<file path="config.mk">
export PLATFORM = sky130hd
export DESIGN_NAME = scg_code_gen_flat
export DESIGN_NICKNAME = d
export VERILOG_FILES = /design/src/rtl/scg_pkg.sv /design/src/rtl/scg_link_if.sv /design/src/rtl/scg_code_gen.sv /design/src/flat_wrapper.sv
export SDC_FILE = /design/constraint.sdc
export NUM_CORES = 1
export LEC_CHECK = 0
export ABC_CLOCK_PERIOD_IN_PS = 12150
export BUFFER_PORTS_ARGS = -buffer_cell sky130_fd_sc_hd__buf_2
export CAP_MARGIN = 10
export CORE_MARGIN = 10
export CORE_UTILIZATION = 35
export DETAILED_ROUTE_END_ITERATION = 10
export GPL_TIMING_DRIVEN = 0
export HOLD_SLACK_MARGIN = 0.15
export PLACE_DENSITY = 0.55
export SLEW_MARGIN = 10
export SYNTH_ARGS = -nofsm -noshare
export SYNTH_HDL_FRONTEND = slang
export SYNTH_SLANG_ARGS = --single-unit
</file>
<file path="constraint.sdc">
create_clock -name clock -period 12.15 [get_ports clock]
set_clock_uncertainty 0.2 [all_clocks]
set_input_delay 1.8225 -clock clock [delete_from_list [all_inputs] [get_ports clock]]
set_output_delay 1.8225 -clock clock [all_outputs]
set_load 0.02 [all_outputs]
</file>
<file path="src/rtl/scg_pkg.sv">
// package for the spreading code generator and acquisition block
// used by the code generator end; the correlator end does not import it
package scg_pkg;

  // code families selected by the controller
  typedef enum logic [1:0] {
    SCG_GOLD,
    SCG_MAXLEN,
    SCG_BARKER,
    SCG_NAV
  } scg_family_type;

  localparam int SCG_POLY_W = 24;           // polynomial field width
  localparam int SCG_LEN_W  = 24;           // register length / counter width
  localparam int SCG_SF_W   = 18;           // spreading factor width
  localparam int SCG_SAT_W  = 6;            // satellite identifier width
  localparam int SCG_WIN_W  = 16;           // lock window width
  localparam int SCG_LOOP_RESET_BIT = 7;    // loop reset bit position

  localparam logic [10:0] SCG_BARKER11 = 11'h5b8;
  localparam logic [12:0] SCG_BARKER13 = 13'h1f35;
  localparam logic [4:0]  SCG_LEN11    = 5'h0b;
  localparam logic [4:0]  SCG_LEN13    = 5'h0d;

  localparam int SCG_NAV_N = 10;             // navigation register length
  localparam logic [SCG_POLY_W-1:0] SCG_NAV_G1 = 24'h000204; // 1+x^3+x^10
  localparam logic [SCG_POLY_W-1:0] SCG_NAV_G2 = 24'h0003a6; // 1+x2+x3+x6+x8+x9+x10
  localparam logic [SCG_SF_W-1:0]   SCG_NAV_LEN = 18'h003ff; // 1023 chips

  // navigation output taps, tap a in [7:4], tap b in [3:0], index = id-1
  localparam logic [7:0] SCG_NAV_TAPS [0:36] = '{
    8'h26, 8'h37, 8'h48, 8'h59, 8'h19, 8'h2a, 8'h18, 8'h29, 8'h3a, 8'h23,
    8'h34, 8'h56, 8'h67, 8'h78, 8'h89, 8'h9a, 8'h14, 8'h25, 8'h36, 8'h47,
    8'h58, 8'h69, 8'h13, 8'h46, 8'h57, 8'h68, 8'h79, 8'h8a, 8'h16, 8'h27,
    8'h38, 8'h49, 8'h5a, 8'h4a, 8'h17, 8'h28, 8'h4a
  };

  localparam logic [15:0] SCG_DLL_GAIN_SHIFT = 16'h0004; // loop step divisor exponent
  localparam logic [15:0] SCG_CHIP_DIV_RST   = 16'h0000; // chip divider reset value

endpackage

</file>
<file path="src/rtl/scg_link_if.sv">
// link between code generator and correlator / lock detector
// one clock, both ends synchronous to it
`timescale 1ns/1ps
`default_nettype none
interface scg_link_if;
  logic        chip_en;       // one pulse per chip
  logic        code_chip;     // replica chip for I and Q
  logic        period_start;  // first chip of a code period
  logic        bit_strobe;    // one pulse per demodulated bit
  logic        code_lock;     // lock detector verdict
  logic signed [7:0] dll_err; // early minus late, updated the cycle after bit_strobe
  logic        acquiring;     // sweep is running
  logic        slip;          // sweep step pulse

  modport gen (output chip_en, code_chip, period_start, bit_strobe, acquiring, slip,
               input code_lock, dll_err);
  modport cor (input chip_en, code_chip, period_start, bit_strobe, acquiring, slip,
               output code_lock, dll_err);
endinterface
`default_nettype wire

</file>
<file path="src/rtl/scg_code_gen.sv">
// code replica generator, acquisition sweep and first order code loop
// assumes one 50 MHz clock and a correlator end on scg_link_if
//
// Functional notes
// RULE_01: one replica feeds both I and Q
// RULE_02: gold codes use two programmable shift registers
// RULE_03: register code period is 2^n-1 chips
// RULE_04: registers reload all ones each period
// RULE_05: registers never reach the all zero state
// RULE_06: software programs both generator polynomials
// RULE_07: maximal length uses first register only
// RULE_08: fixed 11 and 13 chip patterns selectable
// RULE_09: software sets length 11 or 13
// RULE_10: navigation code uses fixed 1023 chip polynomials
// RULE_11: navigation second output xors satellite taps
// RULE_12: quadrature bit rate twice chip rate per period
// RULE_13: acquisition starts after lock window without lock
// RULE_14: sweep slips one chip per lock window
// RULE_15: sweep stops at once on code lock
// RULE_16: software supplies the lock window count
// RULE_17: first order loop tracks code after lock
// RULE_18: software writes bit 7 to clear loops
// RULE_19: loop reset is self clearing, returns acquisition
// RULE_20: lock indicator high locked, low scanning
// RULE_21: polynomial bit k-1 is x^k coefficient
// RULE_22: gold chip xors both register outputs
// RULE_23: fixed patterns emitted msb first
//
// Implementation choices: the register offsets and the strobed register port.
`timescale 1ns/1ps
`default_nettype none
module scg_code_gen (
  // clock and reset
  input  wire logic                          clock,
  input  wire logic                          reset,
  // software register port
  input  wire logic [3:0]                    reg_addr,
  input  wire logic [31:0]                   reg_wdata,
  input  wire logic                          reg_wr,
  input  wire logic                          reg_rd,
  output logic      [31:0]                   reg_rdata,
  // code lock indicator
  output logic                               code_locked,
  // link to correlator
  scg_link_if.gen                            link
);

  localparam logic [3:0] A_CTRL  = 4'h0; // family, qpsk, satellite
  localparam logic [3:0] A_POLY1 = 4'h1;
  localparam logic [3:0] A_POLY2 = 4'h2;
  localparam logic [3:0] A_LEN   = 4'h3; // register length n / spreading factor
  localparam logic [3:0] A_DIV   = 4'h4; // clocks per chip minus one
  localparam logic [3:0] A_WIN   = 4'h5; // lock window in bits
  localparam logic [3:0] A_LOOP  = 4'h6; // loop control, bit 7 reset
  localparam logic [3:0] A_STAT  = 4'h7; // status

  ////////////////////////////////////////////////////////////////////////////
  // configuration registers
  scg_pkg::scg_family_type           family_r;
  logic                              qpsk_r;
  logic [scg_pkg::SCG_SAT_W-1:0]     sat_r;
  logic [scg_pkg::SCG_POLY_W-1:0]    poly1_r, poly2_r;
  logic [4:0]                        nlen_r;
  logic [scg_pkg::SCG_SF_W-1:0]      sf_r;
  logic [15:0]                       div_r;
  logic [scg_pkg::SCG_WIN_W-1:0]     win_r;
  logic                              loop_rst;

  wire wr_ctrl = reg_wr && reg_addr == A_CTRL;
  wire wr_loop = reg_wr && reg_addr == A_LOOP;
  assign loop_rst = wr_loop && reg_wdata[scg_pkg::SCG_LOOP_RESET_BIT]; // [RULE_18] [RULE_19]

  // software writes
  always_ff @(posedge clock or posedge reset)
  begin
    if (reset)
    begin
      family_r <= scg_pkg::SCG_GOLD;
      qpsk_r   <= 1'b0;
      sat_r    <= 6'h01;
      poly1_r  <= 24'h000012;
      poly2_r  <= 24'h00001b;
      nlen_r   <= 5'h05;
      sf_r     <= 18'h0001f;
      div_r    <= 16'h0003;
      win_r    <= 16'h0010;
    end
    else if (reg_wr)
    begin
      if (wr_ctrl)
      begin
        family_r <= scg_pkg::scg_family_type'(reg_wdata[1:0]);
        qpsk_r   <= reg_wdata[2];
        sat_r    <= reg_wdata[13:8];
      end
      if (reg_addr == A_POLY1) poly1_r <= reg_wdata[23:0]; // [RULE_06]
      if (reg_addr == A_POLY2) poly2_r <= reg_wdata[23:0]; // [RULE_06]
      if (reg_addr == A_LEN)
      begin
        nlen_r <= reg_wdata[4:0];
        sf_r   <= reg_wdata[25:8]; // [RULE_09]
      end
      if (reg_addr == A_DIV) div_r <= reg_wdata[15:0];
      if (reg_addr == A_WIN) win_r <= reg_wdata[15:0]; // [RULE_16]
    end
  end

  ////////////////////////////////////////////////////////////////////////////
  // chip rate divider with code loop correction
  logic [15:0] div_cnt_r;
  logic signed [15:0] dll_acc_r;
  logic        hold_r;      // skip one chip (slip)
  wire   chip_tick = div_cnt_r == 16'h0000;
  assign link.chip_en = chip_tick && !hold_r;

  // code length in chips for the active family
  wire is_nav    = family_r == scg_pkg::SCG_NAV;
  wire is_barker = family_r == scg_pkg::SCG_BARKER;
  wire [scg_pkg::SCG_SF_W-1:0] reg_period = (18'h00001 << nlen_r) - 18'h00001; // [RULE_03]
  wire [scg_pkg::SCG_SF_W-1:0] period = is_nav ? scg_pkg::SCG_NAV_LEN :         // [RULE_10]
                                        is_barker ? sf_r : reg_period;

  ////////////////////////////////////////////////////////////////////////////
  // shift registers, fibonacci form; bit k-1 of a polynomial is x^k
  logic [scg_pkg::SCG_POLY_W-1:0] sr1_r, sr2_r; // first and second code shift registers
  logic [scg_pkg::SCG_SF_W-1:0]   chip_cnt_r;
  wire [scg_pkg::SCG_POLY_W-1:0] p1 = is_nav ? scg_pkg::SCG_NAV_G1 : poly1_r;
  wire [scg_pkg::SCG_POLY_W-1:0] p2 = is_nav ? scg_pkg::SCG_NAV_G2 : poly2_r;
  wire [4:0] n_act = is_nav ? 5'h0a : nlen_r;
  wire fb1 = ^(sr1_r & p1); // [RULE_21]
  wire fb2 = ^(sr2_r & p2); // [RULE_21]
  wire out1 = sr1_r[n_act - 5'h01];
  wire out2 = sr2_r[n_act - 5'h01];
  wire [7:0] taps = scg_pkg::SCG_NAV_TAPS[(sat_r == 6'h00 || sat_r > 6'h25) ? 6'h00 :
                                          sat_r - 6'h01];
  wire nav2 = sr2_r[taps[7:4] - 4'h1] ^ sr2_r[taps[3:0] - 4'h1]; // [RULE_11]
  wire all_ones_sel = 1'b1;
  wire [12:0] barker = (sf_r == 18'h0000b) ? {2'b00, scg_pkg::SCG_BARKER11}
                                           : scg_pkg::SCG_BARKER13;
  wire bark_chip = barker[sf_r[3:0] - 4'h1 - chip_cnt_r[3:0]]; // [RULE_08] [RULE_23]
  logic chip_sel;
  always_comb
  begin
    case (family_r)
      scg_pkg::SCG_GOLD:   chip_sel = out1 ^ out2;     // [RULE_22] [RULE_02]
      scg_pkg::SCG_MAXLEN: chip_sel = out1;            // [RULE_07]
      scg_pkg::SCG_BARKER: chip_sel = bark_chip;
      scg_pkg::SCG_NAV:    chip_sel = out1 ^ nav2;
      default:             chip_sel = out1;
    endcase
  end
  wire last_chip = chip_cnt_r == period - 18'h00001;
  // shift-in pattern with the all ones load; register bits above n are ignored
  wire [scg_pkg::SCG_POLY_W-1:0] ones = {scg_pkg::SCG_POLY_W{all_ones_sel}};

  // code generator advances once per chip
  always_ff @(posedge clock or posedge reset)
  begin
    if (reset)
    begin
      sr1_r          <= 24'hffffff;
      sr2_r          <= 24'hffffff;
      chip_cnt_r     <= 18'h00000;
      link.code_chip <= 1'b0;
      link.period_start <= 1'b0;
    end
    else if (wr_ctrl || loop_rst)
    begin
      sr1_r      <= ones;
      sr2_r      <= ones;
      chip_cnt_r <= 18'h00000;
      link.period_start <= 1'b0;
    end
    else if (link.chip_en)
    begin
      link.code_chip    <= chip_sel;               // [RULE_01]
      link.period_start <= chip_cnt_r == 18'h00000;
      if (last_chip)
      begin
        sr1_r      <= ones;                        // [RULE_04] [RULE_05]
        sr2_r      <= ones;
        chip_cnt_r <= 18'h00000;
      end
      else
      begin
        sr1_r      <= {sr1_r[22:0], fb1};          // [RULE_05]
        sr2_r      <= {sr2_r[22:0], fb2};
        chip_cnt_r <= chip_cnt_r + 18'h00001;
      end
    end
    else
      link.period_start <= 1'b0;
  end

  ////////////////////////////////////////////////////////////////////////////
  // bit strobe: one per period, two for quadrature
  logic [scg_pkg::SCG_SF_W-1:0] half;
  assign half = {1'b0, period[scg_pkg::SCG_SF_W-1:1]};
  assign link.bit_strobe = link.chip_en &&
    (last_chip || (qpsk_r && chip_cnt_r == half - 18'h00001)); // [RULE_12]

  ////////////////////////////////////////////////////////////////////////////
  // acquisition state machine
  typedef enum logic [1:0] {ST_ACQ, ST_TRACK} scg_acq_type;
  scg_acq_type st_r;
  logic [scg_pkg::SCG_WIN_W-1:0] bit_cnt_r;
  wire win_done = link.bit_strobe && bit_cnt_r >= win_r - 16'h0001;
  assign link.acquiring = st_r == ST_ACQ;
  assign link.slip = st_r == ST_ACQ && !link.code_lock && win_done;  // [RULE_14]
  assign code_locked = st_r == ST_TRACK;                             // [RULE_20]

  // lock and sweep control
  always_ff @(posedge clock or posedge reset)
  begin
    if (reset)
    begin
      st_r      <= ST_ACQ;
      bit_cnt_r <= 16'h0000;
    end
    else if (loop_rst)
    begin
      st_r      <= ST_ACQ;                                           // [RULE_19]
      bit_cnt_r <= 16'h0000;
    end
    else
    begin
      case (st_r)
        ST_ACQ:
        begin
          if (link.code_lock)
          begin
            st_r      <= ST_TRACK;                                   // [RULE_15]
            bit_cnt_r <= 16'h0000;
          end
          else if (link.bit_strobe)
            bit_cnt_r <= win_done ? 16'h0000 : bit_cnt_r + 16'h0001;
        end
        ST_TRACK:
        begin
          if (link.code_lock)
            bit_cnt_r <= 16'h0000;
          else if (win_done)
          begin
            st_r      <= ST_ACQ;                                     // [RULE_13]
            bit_cnt_r <= 16'h0000;
          end
          else if (link.bit_strobe)
            bit_cnt_r <= bit_cnt_r + 16'h0001;
        end
        default: st_r <= ST_ACQ;
      endcase
    end
  end

  ////////////////////////////////////////////////////////////////////////////
  // chip divider: slip holds one chip, loop accumulator trims one clock
  wire dll_step = st_r == ST_TRACK && link.bit_strobe;
  wire signed [15:0] acc_nxt = dll_acc_r + 16'(link.dll_err);
  wire adv = acc_nxt > 16'sh0010;
  wire ret = acc_nxt < -16'sh0010;
  always_ff @(posedge clock or posedge reset)
  begin
    if (reset)
    begin
      div_cnt_r <= scg_pkg::SCG_CHIP_DIV_RST;
      dll_acc_r <= 16'sh0000;
      hold_r    <= 1'b0;
    end
    else
    begin
      if (loop_rst)
        dll_acc_r <= 16'sh0000;                                      // [RULE_19]
      else if (dll_step)                                             // [RULE_17]
        dll_acc_r <= (adv || ret) ? 16'sh0000 : acc_nxt;
      if (link.slip)
        hold_r <= 1'b1;                                              // [RULE_14]
      else if (chip_tick)
        hold_r <= 1'b0;
      // a loop step always falls on a chip tick, so the trim goes into the reload
      if (chip_tick && dll_step && adv && div_r != 16'h0000)
        div_cnt_r <= div_r - 16'h0001;                               // [RULE_17]
      else if (chip_tick && dll_step && ret)
        div_cnt_r <= div_r + 16'h0001;                               // [RULE_17]
      else if (chip_tick)
        div_cnt_r <= div_r;
      else
        div_cnt_r <= div_cnt_r - 16'h0001;
    end
  end

  ////////////////////////////////////////////////////////////////////////////
  // read back, data one cycle after the strobe
  always_ff @(posedge clock or posedge reset)
  begin
    if (reset)
      reg_rdata <= 32'h00000000;
    else if (reg_rd)
    begin
      case (reg_addr)
        A_CTRL:  reg_rdata <= {18'h00000, sat_r, 5'h00, qpsk_r, family_r};
        A_POLY1: reg_rdata <= {8'h00, poly1_r};
        A_POLY2: reg_rdata <= {8'h00, poly2_r};
        A_LEN:   reg_rdata <= {6'h00, sf_r, 3'h0, nlen_r};
        A_DIV:   reg_rdata <= {16'h0000, div_r};
        A_WIN:   reg_rdata <= {16'h0000, win_r};
        A_STAT:  reg_rdata <= {14'h0000, chip_cnt_r[15:0], 1'b0, code_locked};
        default: reg_rdata <= 32'h00000000;
      endcase
    end
  end

endmodule
`default_nettype wire

</file>
<file path="src/flat_wrapper.sv">
// flat-port wrapper written by rule: the top's interface ports become plain ports
module scg_code_gen_flat 
  (clock, reset, reg_addr, reg_wdata, reg_wr, reg_rd, reg_rdata, code_locked, link_chip_en, link_code_chip, link_period_start, link_bit_strobe, link_acquiring, link_slip, link_code_lock, link_dll_err);
  scg_link_if link_i ();
  input  wire logic clock;
  input  wire logic reset;
  input  wire logic [3:0] reg_addr;
  input  wire logic [31:0] reg_wdata;
  input  wire logic reg_wr;
  input  wire logic reg_rd;
  output logic      [31:0] reg_rdata;
  output logic code_locked;
  output wire logic [$bits(link_i.chip_en)-1:0] link_chip_en;
  output wire logic [$bits(link_i.code_chip)-1:0] link_code_chip;
  output wire logic [$bits(link_i.period_start)-1:0] link_period_start;
  output wire logic [$bits(link_i.bit_strobe)-1:0] link_bit_strobe;
  output wire logic [$bits(link_i.acquiring)-1:0] link_acquiring;
  output wire logic [$bits(link_i.slip)-1:0] link_slip;
  input wire logic [$bits(link_i.code_lock)-1:0] link_code_lock;
  input wire logic [$bits(link_i.dll_err)-1:0] link_dll_err;
  assign link_chip_en = link_i.chip_en;
  assign link_code_chip = link_i.code_chip;
  assign link_period_start = link_i.period_start;
  assign link_bit_strobe = link_i.bit_strobe;
  assign link_acquiring = link_i.acquiring;
  assign link_slip = link_i.slip;
  assign link_i.code_lock = link_code_lock;
  assign link_i.dll_err = link_dll_err;
  scg_code_gen u_core (.clock(clock), .reset(reset), .reg_addr(reg_addr), .reg_wdata(reg_wdata), .reg_wr(reg_wr), .reg_rd(reg_rd), .reg_rdata(reg_rdata), .code_locked(code_locked), .link(link_i));
endmodule
</file>
; Yosys cells after proc, flatten, opt, wreduce, memory -nomap -nowiden
; Memory sizes are Yosys's and may differ from the RTL's.
; Index checks and enable logic that the tools add are counted.
[classes]
addsub = 16
order_cmp = 9
n_eq_ne = 19
shifts = 1
muxes = 53
n_bitwise = 7
reduce_logical = 42
[ops]
columns = operator, count
row1 = 16-bit 2-to-1 mux, 13
row2 = 24-bit 2-to-1 mux, 8
row3 = 26-bit case mux with 7 select lines, 1
row4 = 18-bit 2-to-1 mux, 5
row5 = 24-bit AND, 2
row6 = 24-bit parity, 2
row7 = "16-bit by 1-bit subtractor with 16-bit output, second input constant", 3
row8 = 18-bit equality test, 2
row9 = "18-bit by 1-bit subtractor with 18-bit output, second input constant", 2
row10 = "16-bit by 1-bit adder with 16-bit output, second input constant", 2
row11 = 16-bit case mux with 2 select lines, 1
row12 = "18-bit by 1-bit adder with 18-bit output, second input constant", 1
row13 = "18-bit by 4-bit equality test with 1-bit output, second input constant", 1
row14 = 18-bit zero test, 1
row15 = "1-bit by 5-bit left shift with 18-bit output, first input constant", 1
row16 = "17-bit by 1-bit subtractor with 18-bit output, second input constant", 1
row17 = 16-bit by 8-bit adder with 16-bit output, 1
row18 = "4-bit by 3-bit equality test with 1-bit output, second input constant", 4
row19 = 16-bit >= comparator, 1
row20 = "16-bit by 6-bit greater-than comparator with 1-bit output, second input constant", 1
row21 = 16-bit zero test, 1
row22 = "16-bit by 5-bit < comparator with 1-bit output, second input constant", 1
row23 = 8-bit 2-to-1 mux, 2
row24 = 16-bit nonzero test, 1
row25 = other kinds (39), 89
[word_totals]
register_bits = 263
mem_bits_ro = 512
input_bits = 49
wordCells = 168
n_memories = 1
[memory_table]
columns = memory, depth, width, rd, rd_clocked_by_memory_dff, write_ports, line_no
row1 = (name not given), 64, 8, 1, 0, 0, scg_code_gen.sv:134  ; wire [7:0] taps = scg_pkg::SCG_NAV_TAPS[(sat_r == 6'h00 || sat_r > 6'h25) ? 6'h00 :

; Logic depth before layout (Yosys ltp)
[logic_depth]
word_depth = 15
ltp_mapped = 21
ltp_nobuf = 18

; Worst setup path before layout
; Ideal clock, no wire load.
[synth_timing]
kind = register to output
startpoint = register u_core.nlen_r[3]
endpoint = output port link_slip
arrival_time_ns = 4.671
path_slack_ns = 5.456
stages_incl_launch_ff = 20
cell_sequence = dfrtp_1 > buf_4 > buf_2 > nor2_1 > nand3_1 > ha_1 > nor2_1 > nor3_1 > ha_1 > inv_1 > a211oi_1 > and4_1 > nand3_1 > or4_1 > o22ai_1 > nor2_1 > or4_1 > o31ai_1 > nand2_1 > nor4_1
[synth_via]
elab_chain_len = 11
[synth_lines]
columns = item, line_no
row1 = "start, declared", scg_code_gen.sv:63  ; logic [4:0] nlen_r;
row2 = "start signal, assigned", scg_code_gen.sv:100  ; nlen_r <= reg_wdata[4:0];
row3 = 1-bit by 5-bit left shift with 18-bit output (*), scg_code_gen.sv:119  ; wire [scg_pkg::SCG_SF_W-1:0] reg_period = (18'h00001 << nlen_r) - 18'h00001;
row4 = 18-bit by 1-bit subtractor with 18-bit output (*), scg_code_gen.sv:119
row5 = 18-bit 2-to-1 mux (*), scg_code_gen.sv:121  ; is_barker ? sf_r : reg_period;
row6 = 18-bit 2-to-1 mux (*), scg_code_gen.sv:120  ; wire [scg_pkg::SCG_SF_W-1:0] period = is_nav ? scg_pkg::SCG_NAV_LEN :
row7 = 17-bit by 1-bit subtractor with 18-bit output, scg_code_gen.sv:200  ; (last_chip || (qpsk_r && chip_cnt_r == half - 18'h00001));
row8 = 18-bit equality test, scg_code_gen.sv:200
row9 = 1-bit logical AND, scg_code_gen.sv:200
row10 = 1-bit logical OR (*), scg_code_gen.sv:200
row11 = 1-bit logical AND (*), scg_code_gen.sv:199  ; assign link.bit_strobe = link.chip_en &&
row12 = 1-bit logical AND (*), scg_code_gen.sv:207  ; wire win_done = link.bit_strobe && bit_cnt_r >= win_r - 16'h0001;
row13 = 1-bit logical AND (*), scg_code_gen.sv:209  ; assign link.slip = st_r == ST_ACQ && !link.code_lock && win_done;
row14 = "end, declared", flat_wrapper.sv:18  ; output wire logic [$bits(link_i.slip)-1:0] link_slip;
; Every way passes the cells marked *; elsewhere a longest branch is shown, timed or not.

; Worst setup path after layout
[layout_timing]
startpoint = register u_core.nlen_r[1]
endpoint = output port link_slip
; Same word-level chain as after synthesis.

==> flow_summary.toml <==
[clock_tree]
cts_tree = "built"
clk_pin_slew_worst_paths_ns = 0.06
cts_post_setup_buffers_inserted = 0
h_tree_level_count = 1
post_cts_resize_count = 0
cts.path.max_buffers = 3
cts_hold_buffers = 0
clock-sinks = 256
worst_skew_pair.late_latency_ns = 0.60
cts-buffers-inserted = 30
ctsRootBufferMaster = "sky130_fd_sc_hd__clkbuf_16"

[worst_setup_path]
worst-setup-path-type = "flop to output port"
critPathMaxStageDelay_ns = 0.68
worst_r2r_endpoint = "u_core.link.code_chip"
worst-endpoint-required_ns = 10.13
worst-path-max-fanout = 10
critical_path.cell_chain = "buf_2, buf_2, nor3_1, nand2_1, ha_1, nor2_1, nor3_1, ha_1, inv_1, a211oi_1, and4_1, nand3_1, or4_1, o22ai_1, nor2_1, or4_1, o31ai_1, nand2_1, nor4_1, buf_2"
path_buf_inv = 4
timing.critical_path.max_delay_family = "simple AND/OR/NAND/NOR gates"
critical_path.endpoint_type = "output port"
crit_top_cell = "sky130_fd_sc_hd__buf_2"
crit_end = "link_slip"
cpMaxStageDelayCell = "sky130_fd_sc_hd__or4_1"
r2r_cells = 18
worst_setup_path_startpoint = "u_core.nlen_r[1]"
cp_arrival_ns = 6.37
timing.critical_path.from_type = "flop"
path_depth = 20
rr_startpoint = "u_core.sat_r[0]"
ff2ff_setup_slack_ns = 5.53

[synth]
synth.mux.area_fraction_pct = 10.4
synth-seq-cells = 256
synth_top_family_by_area = "compound AO/OA/AOI/OAI gates"
syn-instance-count = 1949
post_synth_num_cell_types = 106
synth_ff_type = "sky130_fd_sc_hd__dfrtp_1"
synth_fa_ha_area_share_pct = 4.55
synth_compound_gate_area_share_pct = 20.4
yosys.area_share.xor_xnor_pct = 6.45
synth_sequential_area_ratio_pct = 35.2
synth_edf_count = 0
synthesis.yosys.warnings = 0
ys_async_sr_fraction_pct = 100
postSynthAreaPerCell_um2 = 9.45
synth_area_um2 = 18400
synth-simple-area-share_pct = 17.8

[final_layout]
final_cell_area_um2 = 20800
drive_above_1_share_pct = 20.3
fillerInstances = 5210
final_common_cell = "sky130_fd_sc_hd__dfrtp_1"
num-nets-final = 2174
flow.area_growth_from_synthesis_pct = 12.8
layout.cells.most_common_list = "sky130_fd_sc_hd__dfrtp_1 (191), sky130_fd_sc_hd__nand2_1 (150), sky130_fd_sc_hd__mux2_2 (111), sky130_fd_sc_hd__xnor2_1 (103), sky130_fd_sc_hd__nor2_1 (96)"

[sta]
fmax_mhz = 119
period_share_pct = 69.1
totalNegativeSetupSlack_ns = 0
timing.final.crit_period_ns = 8.40
worst_pin_slew_ns = 1.15
timing.final.max_slew_violations = 0
timing.slew.headroom_pct = 22.6
rsz0062_at_grt = "no"
finalHoldViolCount = 0
timing.final.setup_violations = 0

[global_route]
initial_antenna_violation_count = 3
grt_overflow = 0
first_global_vias = 15954
globalRouteTotalUtil_pct = 20.2
wire_length_of_the_first_global_routing_pass_mm = 100
maximum_number_of_pins_on_one_net_before_global_route_repair = 115

[outcome]
outcome = "complete, no violations"

[die]
design.die.area_um2 = 62200
die_w_um = 249
die_height_um = 249
io_pins = 88
core_region_area_um2 = 51700
initial_core_util_pct = 35.6
placementRows = 83

[route]
antenna_violating_nets_post_route = 0
drt_pass1_iterations = 7
first_iter_violations = 1672
route.detailed.vias_per_inst = 5.96
wire_per_inst_um = 23.6
drc = 0
finalWirelength_mm = 65.4
route.vias.total = 16502

[power_and_ir_drop]
seq_power_share_pct = 31.4
static-leakage-power_nw = 8.58
p_per_area_nw_per_um2 = 179
comb_power_share_pct = 42.7
worst_ir_drop_vdd_uv = 104
switching_share_pct = 39.7
internal_power_mw = 2.24
power.share.clock_pct = 25.9
p_switching_mw = 1.47

[place]
gp_congestion = 0.942
port-buffer-count = 72
placed_area_um2 = 19700
dpl.hpwl_mm = 50.7

[min_path]
min-delay-path-class = "flop to flop"

[job]
timing.max_cap.violations = 0
[through the flow]
step	hold WS [ns]	std cells	power, mW	setup WS [ns]	util, %
finish	0.283	2768	3.71	3.75	40.1
floorplan	0.254	1954	2.31	3.19	-
detailed placement	0.272	2708	2.74	4.45	38.1
global route	0.305	2767	3.93	3.45	40.1
CTS	0.284	2764	3.71	3.80	40.1
global placement	0.269	2706	2.71	0.0857	38.0
[Yosys cell counts (11+ instances only)]
master	n	share of area, %
sky130_fd_sc_hd__or2_2	18	0.61
sky130_fd_sc_hd__xnor2_1	103	4.9
sky130_fd_sc_hd__a221oi_1	12	0.57
sky130_fd_sc_hd__o22a_1	50	2.4
sky130_fd_sc_hd__clkbuf_1	74	1.5
sky130_fd_sc_hd__nor2b_1	12	0.41
sky130_fd_sc_hd__nor2_1	96	2.0
sky130_fd_sc_hd__nand3_1	58	1.6
sky130_fd_sc_hd__o21ai_1	17	0.46
sky130_fd_sc_hd__o211ai_1	13	0.53
sky130_fd_sc_hd__inv_1	84	1.7
sky130_fd_sc_hd__a31oi_1	16	0.54
sky130_fd_sc_hd__nor4_1	39	1.3
sky130_fd_sc_hd__a21o_1	42	1.7
sky130_fd_sc_hd__dfrtp_1	191	26
sky130_fd_sc_hd__a21oi_1	72	2.0
sky130_fd_sc_hd__or4_1	11	0.45
sky130_fd_sc_hd__o21ai_0	70	1.9
sky130_fd_sc_hd__o21a_1	12	0.49
sky130_fd_sc_hd__a22oi_1	35	1.4
sky130_fd_sc_hd__or3_1	17	0.58
sky130_fd_sc_hd__nor3b_1	22	0.90
sky130_fd_sc_hd__a222oi_1	11	0.60
sky130_fd_sc_hd__nand2b_1	17	0.58
sky130_fd_sc_hd__xor2_1	30	1.4
sky130_fd_sc_hd__and3_1	43	1.5
sky130_fd_sc_hd__o22ai_1	33	1.1
sky130_fd_sc_hd__a22o_1	14	0.67
sky130_fd_sc_hd__ha_1	63	4.3
sky130_fd_sc_hd__nand4_1	24	0.82
sky130_fd_sc_hd__nor3_1	58	1.6
sky130_fd_sc_hd__mux2i_1	16	0.87
sky130_fd_sc_hd__mux4_2	22	2.7
sky130_fd_sc_hd__dfstp_2	65	9.3
sky130_fd_sc_hd__and2_1	18	0.61
sky130_fd_sc_hd__buf_4	14	0.57
sky130_fd_sc_hd__buf_2	23	0.63
sky130_fd_sc_hd__nand2_1	150	3.1
sky130_fd_sc_hd__mux2_2	111	6.8
[layer usage]
layer / wire length (um) / track usage [%] / part of all wire, %
met1: 29900 / 28.8 / 46
met2: 28900 / 30.9 / 44
met3: 4940 / 3.07 / 7.6
met4: 1690 / 5.68 / 2.6
met5: 0 / 0 / 0
[worst register-to-register path, delay by kind of cell (launching register included)]
family | cells | cell delay, ns
DFF | 1 | 0.55
muxes | 2 | 0.81
AOI/OAI and AO/OA | 5 | 1.94
buffers and inverters | 3 | 0.78
xor gates and xnor gates | 1 | 0.18
adders and majority gates | 3 | 1.11
and+or+nand+nor | 4 | 0.93
[kinds of logic after synthesis]
logic type | Yosys count
buffers and inverters | 212
AO/OA/AOI/OAI | 510
multiplexers | 150
flip-flops | 256
other | 1
adder cells (fa/ha/maj) | 66
AND/OR/NAND/NOR | 620
XOR/XNOR | 134
[final cells by class]
| cell class | count | area [um2] | share of cell area [%] |
|---|---|---|---|
| Clock inverter | 9 | 165 | 0.795 |
| Antenna cell | 4 | 10.0 | 0.0482 |
| Buffer | 127 | 619 | 2.98 |
| Tap cell | 680 | 851 | 4.10 |
| Sequential cell | 256 | 6490 | 31.2 |
| Timing Repair Buffer | 74 | 415 | 2.00 |
| Inverter | 85 | 327 | 1.57 |
| Clock buffer | 47 | 885 | 4.26 |
| Multi-Input combinational cell | 1486 | 11000 | 53.0 |
[power groups by stage]
stage	Sequential [mW]	Combinational, mW	Clock, mW
detailed placement	1.17	1.57	0
CTS	1.16	1.57	0.977
finish	1.17	1.59	0.961
global route	1.18	1.74	1.01
global placement	1.17	1.54	0
floorplan	1.09	1.21	0
[worst min-delay path by stage]
stage                               startpoint              endpoint  slack (ns)  cells after the start
after floorplan           u_core.dll_acc_r[10]  u_core.dll_acc_r[10]        0.25                      1
after global placement     u_core.dll_acc_r[5]   u_core.dll_acc_r[5]        0.27                      1
after detailed placement  u_core.dll_acc_r[12]  u_core.dll_acc_r[12]        0.27                      1
after CTS                 u_core.dll_acc_r[12]  u_core.dll_acc_r[12]        0.28                      1
after global routing      u_core.dll_acc_r[13]  u_core.dll_acc_r[13]        0.31                      1
final                     u_core.dll_acc_r[12]  u_core.dll_acc_r[12]        0.28                      1
[sequential cells by signal (all words and copies together) (netlist names), 2 cells and up]
| signal | flops |
|---|---|
| u_core.reg_rdata | 26 |
| u_core.poly1_r | 24 |
| u_core.poly2_r | 24 |
| u_core.sr1_r | 24 |
| u_core.sr2_r | 24 |
| u_core.chip_cnt_r | 18 |
| u_core.sf_r | 18 |
| u_core.bit_cnt_r | 16 |
| u_core.div_cnt_r | 16 |
| u_core.div_r | 16 |
| u_core.dll_acc_r | 16 |
| u_core.win_r | 16 |
| u_core.sat_r | 6 |
| u_core.nlen_r | 5 |
| u_core.family_r | 2 |
(Power assumes the default switching activity.)
